===== src/design/i2rt_regs.vh =====
// Constants for the I2C rate, hold timing and own-address block
// Notes on behaviour
// RULE_01 - Clock and data lines driven and sensed
// RULE_02 - Own address held in station bits 7..1
// RULE_03 - Own address: full 7-bit, or low 10-bit part
// RULE_04 - Scale select: 00 x1, 01 x2, 10 x4
// RULE_05 - Rate code selects divider and three holds
// RULE_06 - Bit rate is clock over scale times divider
// RULE_07 - Data changes scaled hold after clock falls
// RULE_08 - Start: data low, scaled hold, clock low
// RULE_09 - Stop: clock high, scaled hold, data rises
// RULE_10 - Fixed table maps code to four counts
// RULE_11 - Table continues for codes 20..3f
`ifndef I2RT_REGS_VH
`define I2RT_REGS_VH

// ----------------------------------------------------------------------------
// Register selects and fields
// ----------------------------------------------------------------------------
`define I2RT_SEL_STATION   1'b0
`define I2RT_SEL_RATE      1'b1
`define I2RT_STATION_RST   8'h00
`define I2RT_RATE_RST      8'h00
`define I2RT_ADDR_HI       7
`define I2RT_ADDR_LO       1
`define I2RT_SCALE_HI      7
`define I2RT_SCALE_LO      6
`define I2RT_CODE_HI       5
`define I2RT_CODE_LO       0
`define I2RT_SCALE_X1      2'h0
`define I2RT_SCALE_X2      2'h1
`define I2RT_SCALE_X4      2'h2

// ----------------------------------------------------------------------------
// Counter width and count constants
// ----------------------------------------------------------------------------
`define I2RT_CW            14
`define I2RT_CNT_ONE       14'h0001
`define I2RT_CNT_ZERO      14'h0000

`endif


===== src/design/i2rt_timing.v =====
// I2C master line sequencer with rate table, hold timing and own address
`timescale 1ns/1ns
`include "i2rt_regs.vh"
module i2rt_timing (
    ref_clk,
    rst_b,
    reg_wr,
    reg_sel,
    reg_wdata,
    reg_rdata,
    start_req,
    stop_req,
    bit_req,
    bit_val,
    busy,
    done,
    rx_bit,
    addr_in,
    addr_match,
    scl_in,
    scl_out,
    scl_oe,
    sda_in,
    sda_out,
    sda_oe
);
    input  wire        ref_clk;
    input  wire        rst_b;
    input  wire        reg_wr;
    input  wire        reg_sel;
    input  wire [7:0]  reg_wdata;
    output reg  [7:0]  reg_rdata;
    input  wire        start_req;
    input  wire        stop_req;
    input  wire        bit_req;
    input  wire        bit_val;
    output wire        busy;
    output reg         done;
    output reg         rx_bit;
    input  wire [6:0]  addr_in;
    output wire        addr_match;
    input  wire        scl_in;
    output wire        scl_out;
    output wire        scl_oe;
    input  wire        sda_in;
    output wire        sda_out;
    output wire        sda_oe;
    // ------------------------------------------------------------------------
    // States
    // ------------------------------------------------------------------------
    localparam [3:0] S_IDLE = 4'h0;
    localparam [3:0] S_STA  = 4'h1;
    localparam [3:0] S_HELD = 4'h2;
    localparam [3:0] S_SDAH = 4'h3;
    localparam [3:0] S_LOW  = 4'h4;
    localparam [3:0] S_HIGH = 4'h5;
    localparam [3:0] S_SPL  = 4'h6;
    localparam [3:0] S_SPH  = 4'h7;
    localparam [3:0] S_RSU  = 4'h8;
    reg  [1:0]            rst_sync_r;
    wire                  rst_n;
    reg  [7:0]            station_id_r;
    reg  [7:0]            bit_rate_r;
    reg  [3:0]            state_r;
    reg  [`I2RT_CW-1:0]   cnt_r;
    reg                   scl_low_r;
    reg                   sda_low_r;
    reg                   tx_bit_r;
    reg  [1:0]            shamt;
    reg  [43:0]           lut;
    wire [`I2RT_CW-1:0]   div_s;
    wire [`I2RT_CW-1:0]   sdah_s;
    wire [`I2RT_CW-1:0]   sta_s;
    wire [`I2RT_CW-1:0]   sto_s;
    wire [`I2RT_CW-1:0]   half_s;
    wire [`I2RT_CW-1:0]   low_s;
    wire                  cnt_end;
    // ------------------------------------------------------------------------
    // Reset release
    // ------------------------------------------------------------------------
    always @(posedge ref_clk or negedge rst_b) begin
        if (!rst_b)
            rst_sync_r <= 2'h0;
        else
            rst_sync_r <= {rst_sync_r[0], 1'b1};
    end
    assign rst_n = rst_sync_r[1];
    // ------------------------------------------------------------------------
    // Registers
    // ------------------------------------------------------------------------
    always @(posedge ref_clk or negedge rst_n) begin
        if (!rst_n) begin
            station_id_r <= `I2RT_STATION_RST;
            bit_rate_r   <= `I2RT_RATE_RST;
        end else if (reg_wr) begin
            if (reg_sel == `I2RT_SEL_STATION)
                station_id_r <= {reg_wdata[`I2RT_ADDR_HI:`I2RT_ADDR_LO], 1'b0}; // RULE_02
            else
                bit_rate_r <= reg_wdata;
        end
    end

    always @* begin
        if (reg_sel == `I2RT_SEL_STATION)
            reg_rdata = station_id_r;
        else
            reg_rdata = bit_rate_r;
    end

    // Same compare serves 7-bit addresses and the low part of 10-bit ones
    assign addr_match = (addr_in == station_id_r[`I2RT_ADDR_HI:`I2RT_ADDR_LO]); // RULE_02 RULE_03
    // ------------------------------------------------------------------------
    // Scale decode and rate table: {divider, data hold, start hold, stop hold}
    // ------------------------------------------------------------------------
    always @* begin
        case (bit_rate_r[`I2RT_SCALE_HI:`I2RT_SCALE_LO]) // RULE_04
            `I2RT_SCALE_X1: shamt = 2'h0;
            `I2RT_SCALE_X2: shamt = 2'h1;
            `I2RT_SCALE_X4: shamt = 2'h2;
            default:        shamt = 2'h0;
        endcase
    end

    always @* begin
        case (bit_rate_r[`I2RT_CODE_HI:`I2RT_CODE_LO]) // RULE_05 RULE_10
            6'h00: lut = {12'd20, 10'd7, 11'd6, 11'd11};
            6'h01: lut = {12'd22, 10'd7, 11'd7, 11'd12};
            6'h02: lut = {12'd24, 10'd8, 11'd8, 11'd13};
            6'h03: lut = {12'd26, 10'd8, 11'd9, 11'd14};
            6'h04: lut = {12'd28, 10'd9, 11'd10, 11'd15};
            6'h05: lut = {12'd30, 10'd9, 11'd11, 11'd16};
            6'h06: lut = {12'd34, 10'd10, 11'd13, 11'd18};
            6'h07: lut = {12'd40, 10'd10, 11'd16, 11'd21};
            6'h08: lut = {12'd28, 10'd7, 11'd10, 11'd15};
            6'h09: lut = {12'd32, 10'd7, 11'd12, 11'd17};
            6'h0a: lut = {12'd36, 10'd9, 11'd14, 11'd19};
            6'h0b: lut = {12'd40, 10'd9, 11'd16, 11'd21};
            6'h0c: lut = {12'd44, 10'd11, 11'd18, 11'd23};
            6'h0d: lut = {12'd48, 10'd11, 11'd20, 11'd25};
            6'h0e: lut = {12'd56, 10'd13, 11'd24, 11'd29};
            6'h0f: lut = {12'd68, 10'd13, 11'd30, 11'd35};
            6'h10: lut = {12'd48, 10'd9, 11'd18, 11'd25};
            6'h11: lut = {12'd56, 10'd9, 11'd22, 11'd29};
            6'h12: lut = {12'd64, 10'd13, 11'd26, 11'd33};
            6'h13: lut = {12'd72, 10'd13, 11'd30, 11'd37};
            6'h14: lut = {12'd80, 10'd17, 11'd34, 11'd41};
            6'h15: lut = {12'd88, 10'd17, 11'd38, 11'd45};
            6'h16: lut = {12'd104, 10'd21, 11'd46, 11'd53};
            6'h17: lut = {12'd128, 10'd21, 11'd58, 11'd65};
            6'h18: lut = {12'd80, 10'd9, 11'd38, 11'd41};
            6'h19: lut = {12'd96, 10'd9, 11'd46, 11'd49};
            6'h1a: lut = {12'd112, 10'd17, 11'd54, 11'd57};
            6'h1b: lut = {12'd128, 10'd17, 11'd62, 11'd65};
            6'h1c: lut = {12'd144, 10'd25, 11'd70, 11'd73};
            6'h1d: lut = {12'd160, 10'd25, 11'd78, 11'd81};
            6'h1e: lut = {12'd192, 10'd33, 11'd94, 11'd97};
            6'h1f: lut = {12'd240, 10'd33, 11'd118, 11'd121};
            6'h20: lut = {12'd160, 10'd17, 11'd78, 11'd81}; // RULE_11
            6'h21: lut = {12'd192, 10'd17, 11'd94, 11'd97};
            6'h22: lut = {12'd224, 10'd33, 11'd110, 11'd113};
            6'h23: lut = {12'd256, 10'd33, 11'd126, 11'd129};
            6'h24: lut = {12'd288, 10'd49, 11'd142, 11'd145};
            6'h25: lut = {12'd320, 10'd49, 11'd158, 11'd161};
            6'h26: lut = {12'd384, 10'd65, 11'd190, 11'd193};
            6'h27: lut = {12'd480, 10'd65, 11'd238, 11'd241};
            6'h28: lut = {12'd320, 10'd33, 11'd158, 11'd161};
            6'h29: lut = {12'd384, 10'd33, 11'd190, 11'd193};
            6'h2a: lut = {12'd448, 10'd65, 11'd222, 11'd225};
            6'h2b: lut = {12'd512, 10'd65, 11'd254, 11'd257};
            6'h2c: lut = {12'd576, 10'd97, 11'd286, 11'd289};
            6'h2d: lut = {12'd640, 10'd97, 11'd318, 11'd321};
            6'h2e: lut = {12'd768, 10'd129, 11'd382, 11'd385};
            6'h2f: lut = {12'd960, 10'd129, 11'd478, 11'd481};
            6'h30: lut = {12'd640, 10'd65, 11'd318, 11'd321};
            6'h31: lut = {12'd768, 10'd65, 11'd382, 11'd385};
            6'h32: lut = {12'd896, 10'd129, 11'd446, 11'd449};
            6'h33: lut = {12'd1024, 10'd129, 11'd510, 11'd513};
            6'h34: lut = {12'd1152, 10'd193, 11'd574, 11'd577};
            6'h35: lut = {12'd1280, 10'd193, 11'd638, 11'd641};
            6'h36: lut = {12'd1536, 10'd257, 11'd766, 11'd769};
            6'h37: lut = {12'd1920, 10'd257, 11'd958, 11'd961};
            6'h38: lut = {12'd1280, 10'd129, 11'd638, 11'd641};
            6'h39: lut = {12'd1536, 10'd129, 11'd766, 11'd769};
            6'h3a: lut = {12'd1792, 10'd257, 11'd894, 11'd897};
            6'h3b: lut = {12'd2048, 10'd257, 11'd1022, 11'd1025};
            6'h3c: lut = {12'd2304, 10'd385, 11'd1150, 11'd1153};
            6'h3d: lut = {12'd2560, 10'd385, 11'd1278, 11'd1281};
            6'h3e: lut = {12'd3072, 10'd513, 11'd1534, 11'd1537};
            default: lut = {12'd3840, 10'd513, 11'd1918, 11'd1921};
        endcase
    end

    // Scaled counts; the bit period is scale times divider, split into halves
    assign div_s  = {2'h0, lut[43:32]} << shamt;  // RULE_06
    assign sdah_s = {4'h0, lut[31:22]} << shamt;  // RULE_07
    assign sta_s  = {3'h0, lut[21:11]} << shamt;  // RULE_08
    assign sto_s  = {3'h0, lut[10:0]} << shamt;   // RULE_09
    assign half_s = div_s >> 1;
    assign low_s  = half_s - sdah_s;
    assign cnt_end = (cnt_r <= `I2RT_CNT_ONE);
    // ------------------------------------------------------------------------
    // Line sequencer
    // ------------------------------------------------------------------------
    always @(posedge ref_clk or negedge rst_n) begin
        if (!rst_n) begin
            state_r   <= S_IDLE;
            cnt_r     <= `I2RT_CNT_ZERO;
            scl_low_r <= 1'b0;
            sda_low_r <= 1'b0;
            tx_bit_r  <= 1'b0;
            done      <= 1'b0;
            rx_bit    <= 1'b0;
        end else begin
            done <= 1'b0;
            if (!cnt_end)
                cnt_r <= cnt_r - `I2RT_CNT_ONE;
            case (state_r)
                S_IDLE: if (start_req) begin
                    sda_low_r <= 1'b1;                     // RULE_08
                    cnt_r     <= sta_s;
                    state_r   <= S_STA;
                end
                S_STA: if (cnt_end) begin
                    scl_low_r <= 1'b1;                     // RULE_08
                    cnt_r     <= sdah_s;                   // RULE_07
                    done      <= 1'b1;
                    state_r   <= S_HELD;
                end
                S_HELD: begin
                    tx_bit_r <= bit_val;
                    if (bit_req)
                        state_r <= S_SDAH;
                    else if (stop_req)
                        state_r <= S_SPL;
                    else if (start_req)
                        state_r <= S_RSU;
                end
                S_SDAH: if (cnt_end) begin
                    sda_low_r <= ~tx_bit_r;                // RULE_07
                    cnt_r     <= low_s;
                    state_r   <= S_LOW;
                end
                S_LOW: if (cnt_end) begin
                    scl_low_r <= 1'b0;
                    cnt_r     <= half_s;
                    state_r   <= S_HIGH;
                end
                S_HIGH: begin
                    // High half counts only once the line is really high
                    if (!scl_in)
                        cnt_r <= half_s;                   // RULE_01
                    else if (cnt_end) begin
                        rx_bit    <= sda_in;               // RULE_01
                        scl_low_r <= 1'b1;
                        cnt_r     <= sdah_s;               // RULE_07
                        done      <= 1'b1;
                        state_r   <= S_HELD;
                    end
                end
                S_SPL: if (cnt_end) begin
                    sda_low_r <= 1'b1;
                    scl_low_r <= 1'b0;                     // RULE_09
                    cnt_r     <= sto_s;
                    state_r   <= S_SPH;
                end
                S_SPH: begin
                    if (!scl_in)
                        cnt_r <= sto_s;
                    else if (cnt_end) begin
                        sda_low_r <= 1'b0;                 // RULE_09
                        done      <= 1'b1;
                        state_r   <= S_IDLE;
                    end
                end
                S_RSU: if (cnt_end) begin
                    if (scl_low_r) begin
                        sda_low_r <= 1'b0;
                        scl_low_r <= 1'b0;
                        cnt_r     <= half_s;
                    end else if (scl_in) begin
                        sda_low_r <= 1'b1;                 // RULE_08
                        cnt_r     <= sta_s;
                        state_r   <= S_STA;
                    end
                end
                default: state_r <= S_IDLE;
            endcase
        end
    end

    // Open-drain: only ever pull low
    assign scl_out = 1'b0;
    assign sda_out = 1'b0;
    assign scl_oe  = scl_low_r;  // RULE_01
    assign sda_oe  = sda_low_r;  // RULE_01
    assign busy    = (state_r != S_IDLE) && (state_r != S_HELD);
endmodule // i2rt_timing


===== config.mk =====
export PLATFORM = sky130hd
export DESIGN_NAME = i2rt_timing
export DESIGN_NICKNAME = d
export VERILOG_FILES = /design/src/design/i2rt_timing.v
export VERILOG_INCLUDE_DIRS = /design/src /design/src/design
export SDC_FILE = /design/constraint.sdc
export NUM_CORES = 1
export LEC_CHECK = 0
export BUFFER_PORTS_ARGS = -buffer_cell sky130_fd_sc_hd__buf_2
export CORE_UTILIZATION = 45
export CTS_BUF_LIST = sky130_fd_sc_hd__clkbuf_16
export DETAILED_ROUTE_END_ITERATION = 12
export HOLD_SLACK_MARGIN = 0.1
export PLACE_DENSITY = 0.64
export SLEW_MARGIN = 20
export SYNTH_ARGS = -nofsm -noshare
export SYNTH_HDL_FRONTEND = slang
export SYNTH_SLANG_ARGS = --single-unit

===== constraint.sdc =====
create_clock -name ref_clk -period 2.3 [get_ports ref_clk]
set_input_delay 0.115 -clock ref_clk [delete_from_list [all_inputs] [get_ports ref_clk]]
set_output_delay 0.115 -clock ref_clk [all_outputs]
set_load 0.05 [all_outputs]

Yosys cells after proc, flatten, opt, wreduce, memory -nomap -nowiden
Memories as Yosys holds them, arrays and structs flattened.
Cells that the tools add are included.
Widths: inputs -> output; s select.
{"block": "totals", "ff_bits": 40, "romBits": 2752, "in_bits": 25, "out_inout_bits": 16, "wordCells": 102, "memories": 1}
{"block": "classes", "add_sub_neg": 2, "order_cmp": 1, "n_eq_ne": 25, "shift": 4, "n_mux": 44, "bitwise_logic": 2, "reduce_logical": 13}
{"name": "(name not given)", "depth": 64, "width": 43, "rd": 1, "rd_ports_with_merged_regs": 0, "write_ports": 0, "line": "i2rt_timing.v:125", "source": "case (bit_rate_r[`I2RT_CODE_HI:`I2RT_CODE_LO])"}
{"op": "$mux 14", "n": 11}
{"op": "$pmux 14 s8", "n": 1}
{"op": "$mux 4", "n": 14}
{"op": "$pmux 4 s9", "n": 1}
{"op": "$shl 11x2->14", "n": 2}
{"op": "$ne 2x2->1 const B", "n": 10}
{"op": "$eq 4x3->1 const B", "n": 4}
{"op": "$le 14x1->1 const B", "n": 1}
{"op": "$shl 10x2->14", "n": 1}
{"op": "$shl 12x2->14", "n": 1}
{"op": "$sub 13x14->14", "n": 1}
{"op": "$sub 14x1->14 const B", "n": 1}
{"op": "$mux 1", "n": 12}
{"op": "$reduce_and 11->1", "n": 1}
{"op": "$eq 4x2->1 const B", "n": 2}
{"op": "$mux 8", "n": 1}
{"op": "$reduce_and 8->1", "n": 1}
{"op": "$eq 7x7->1", "n": 1}
{"op": "$reduce_and 3->1", "n": 2}
{"op": "$pmux 1 s5", "n": 1}
{"op": "$reduce_bool 5->1", "n": 1}
{"op": "$eq 4x1->1 const B", "n": 1}
{"op": "$eq 4x4->1 const B", "n": 1}
{"op": "$logic_not 4->1", "n": 1}
{"op": "16 further kinds", "n": 18}

Depth between registers and ports, before layout
{"block": "logic_depth", "ltp_word": 7, "depth_mapped": 20, "ltp_nobuf": 18}

Worst setup path after synthesis
No wires, ideal clock.
{"block": "synth_timing", "path_kind": "register -> register", "startpoint": "reg bit_rate_r[1]", "endpoint": "reg cnt_r[13]", "setup_ns": 0.065, "t_arrival_ns": 4.271, "t_required_ns": 2.235, "slack_ns": -2.036, "stages_incl_launch_ff": 20, "path_buffers": 2, "period_less_slack_ns": 4.336, "path_cell_list": "dfrtp_1 -> clkbuf_1 -> inv_1 -> ha_1 -> buf_2 -> mux2_2 -> a21o_1 -> nor2_1 -> mux2i_1 -> o21ai_0 -> ha_1 -> nor2b_1 -> o31ai_1 -> a21oi_1 -> o21a_1 -> o2111a_1 -> o21ai_0 -> a21oi_1 -> a2111o_1 -> nand2_1"}
{"block": "synth_via", "elab_chain_len": 6, "word_cells_on_any_way": 16, "cone_classes": "add/sub (1); shift (4); mux (10); memory (1)"}
{"item": "from (decl)", "line": "i2rt_timing.v:63", "source": "reg [7:0] bit_rate_r;"}
{"item": "from (signal assigned)", "line": "i2rt_timing.v:94", "source": "bit_rate_r <= `I2RT_RATE_RST;"}
{"item": "from (signal assigned)", "line": "i2rt_timing.v:99", "source": "bit_rate_r <= reg_wdata;"}
{"item": "$mem_v2 64x43 (*)"}
{"item": "parallel branches: the longest is 4 deep, another holds $sub 13x14->14"}
{"item": "$pmux 14 s8 (*)", "line": "i2rt_timing.v:217", "source": "case (state_r)"}
{"item": "to (signal assigned)", "line": "i2rt_timing.v:216", "source": "cnt_r <= cnt_r - `I2RT_CNT_ONE;"}
{"item": "to (signal assigned)", "line": "i2rt_timing.v:220", "source": "cnt_r <= sta_s;"}
{"item": "to (signal assigned)", "line": "i2rt_timing.v:282", "source": "cnt_r <= sta_s;"}
{"item": "to (decl)", "line": "i2rt_timing.v:65", "source": "reg [`I2RT_CW-1:0] cnt_r;"}
Mark *: on every way between the ends.
A chain may end at the register's enable or synchronous reset.

Worst setup path after layout
Ends and elaborated chain as after synthesis.

==> results.toml <==
[run_status]
run_status = "complete, but fails checks"
violations = "setup timing"

[detailed_routing]
drtIter0Drc = 996
ant_nets = 0
wl_per_cell_um = 19.83
drt-vias-per-instance = 6.230
drt_wl_total_um = 26460
drc_errors = 0
dr.pass1.iters = 6
via_count = 8311

[yosys]
avgSynthCellArea_um2 = 7.247
synth_ff_type = "dfrtp_1"
yosysWarnings = 0
ys_ff_latch = 40
synthCells = 862
synth_cell_types = 83
syn_area_um2 = 6247
ys_seq_area_frac = 0.1602
synthArstFlopShare = 1.000
synth-edff-count = 0

[timing]
worst_pin_slew_ps = 928.5
fmax_mhz = 269.0
min_period_ps = 3717
clock_skew_ps = 7.950
report.final.slew_viol_count = 0
max-slew-margin-rel = 0.3810
finalSetupViolCount = 19
period_share = 1.616
finalHoldViolCount = 0
rsz0062_at_grt = "yes"
setup_slack_ps = -1417

[finish]
area_delta_synth_final_pct = 48.13
final_cells = 1334
nets = 1208
drive_above_1_share = 0.4093
final_core_util = 0.6906
antenna_cells = 0
fin_area_um2 = 9254
nFillCells = 1130

[clock_network]
clockBufferDepth = 2
cts_buffers = 5
path_clk_slew_ps = 70
h-tree-depth = 2
cts_tree = "built"
cts-root-buf = "clkbuf_16"
clock_latency_ps = 300
clock-sinks = 40

[floorplan]
rows = 42
chipHeight_um = 119.8
dieWidth_um = 119.8
io_pins = 41
die-area_um2 = 14360
start_util = 0.4662
core_um2 = 13400

[grt]
grt_pass1_vias = 7747
grt_remaining_overflow = 0
grt_max_degree = 39
grt_pass1_wl_um = 41410
grt_usage = 0.3685
antenna_found_initial = 0

[setup_path]
worstPathRequired_ps = 2540
rrSetupSlack_ps = -1420
cp-end-kind = "register"
cp_data_arrival_time_ps = 3960
r2r_cells = 18
cp-start-kind = "register"
worstReg2RegEnd = "cnt_r[13]"
crit_fanout = 4
critPathKind = "register to register"
r2r-start = "bit_rate_r[1]"

[placement]
detailed_place.area_um2 = 8463
gp_congestion = 1.036
dp.cells = 1284
hpwlAfterDp_um = 19620
port_buffers = 38
pre_cts_ws_ps = -1506

[power]
peakVddDrop_uv = 515.0
power.density_nw_per_um2 = 1154
power_leakage_nw = 4.166
power_mw = 10.68

[job]
max_cap_viol_count = 0

[min_path]
hold_class = "primary input to async pin"
[layout by cell type (no fill, tap or decap), types with 26 or more instances in the layout]
cell     instances
inv_1           26
nor2_1          74
buf_4          296
mux2_2          31
buf_2           38
o21ai_0         42
nor3_1          30
a21oi_1         45
nand2_1         89
dfrtp_1         37
[cells by family after synthesis]
group | Yosys count | synth area share
buf+inv | 95 | 0.06809
flops | 40 | 0.1602
mux | 59 | 0.1080
xor+xnor | 25 | 0.03505
compound gates | 295 | 0.3206
other cells | 2 | 0.001202
simple gates | 320 | 0.2536
fa+ha+maj | 26 | 0.05327
[synth_stat cells, types with 14 or more instances]
cell / instances / area share
ha_1: 25 / 0.050
nor3_1: 34 / 0.027
nand3_1: 20 / 0.016
clkbuf_1: 35 / 0.021
mux2_2: 34 / 0.061
o21ai_0: 59 / 0.047
o22ai_1: 15 / 0.015
nor2b_1: 21 / 0.021
o21ai_1: 14 / 0.011
dfrtp_1: 40 / 0.16
xnor2_1: 14 / 0.020
inv_1: 28 / 0.017
a21oi_1: 55 / 0.044
o211ai_1: 14 / 0.017
mux2i_1: 21 / 0.034
nand2_1: 91 / 0.055
nor2_1: 76 / 0.046
[stage by stage]
| step | hold WS, ps | TNS, ps |
|---|---|---|
| floorplan | -180.6 | -16190 |
| global placement | -99.34 | -16880 |
| detailed placement | -98.32 | -18310 |
| CTS | 113.8 | -16020 |
| global route | 135.8 | -19640 |
| finish | 119.6 | -16950 |
[critical path: stages, from the launching register on]
cell and delay [ps]:
dfrtp_2 460, inv_6 90, ha_4 210, mux2_4 290
a21o_1 200, buf_4 140, o21ai_0 140, o21a_1 140
a22o_1 210, ha_4 230, o21a_1 200, o31ai_4 80
a21oi_2 110, o21a_1 210, o2111a_1 290, o21ai_2 150
a21oi_2 90, a2111o_1 350, nand2_1 60
[timing repair]
action | in CTS | in global routing
buffers inserted | 32 | 2
endpoints found under the setup margin | 20 | 20
hold endpoints to repair | 18 | 0
pin swaps | 44 | 15
gates resized for setup | 59 | 17
hold buffers | 11 | 0
[sequential cells by signal, indices dropped and copies added, names as in the netlist]
signal / cells
done: 1
sda_oe: 1
station_id_r: 7
bit_rate_r: 8
rst_sync_r: 2
scl_oe: 1
tx_bit_r: 1
rx_bit: 1
state_r: 4
cnt_r: 14
[report_power, final]
part	internal, mW	leakage (nW)	total, mW	switching, mW
clock	0.398	0.0764	0.735	0.337
sequential	0.909	0.493	1.10	0.192
combinational	4.15	3.60	8.84	4.70
[cell type report]
class	count	area (um2)	share of cell area
sequential	40	1005	0.1086
clock inverter	3	16.27	0.001758
clock buffer	5	125.1	0.01352
tap	176	220.2	0.02380
inverter	28	110.1	0.01190
timing repair buffer	353	2613	0.2823
multi-input combinational	729	5165	0.5581
[worst max-delay path by stage]
stage | cells past startpoint | slack (ps) | startpoint | end
2_1_floorplan | 19 | -1480 | bit_rate_r[1] | cnt_r[13]
3_3_place_gp | 18 | -1420 | bit_rate_r[1] | cnt_r[13]
3_5_place_dp | 18 | -1510 | bit_rate_r[1] | cnt_r[13]
4_1_cts | 17 | -1350 | bit_rate_r[1] | cnt_r[8]
5_1_grt | 17 | -1530 | bit_rate_r[1] | cnt_r[13]
6_report | 18 | -1420 | bit_rate_r[1] | cnt_r[13]
[layer usage]
metal	up-vias	wire length [um]	GRT usage
met5	-	0	0
met4	0	1112	0.1328
met3	124	2623	0.07842
met2	500	11880	0.5882
met1	3882	10840	0.4878
li1	3805	-	-
Power figures use the tool's default switching activity.
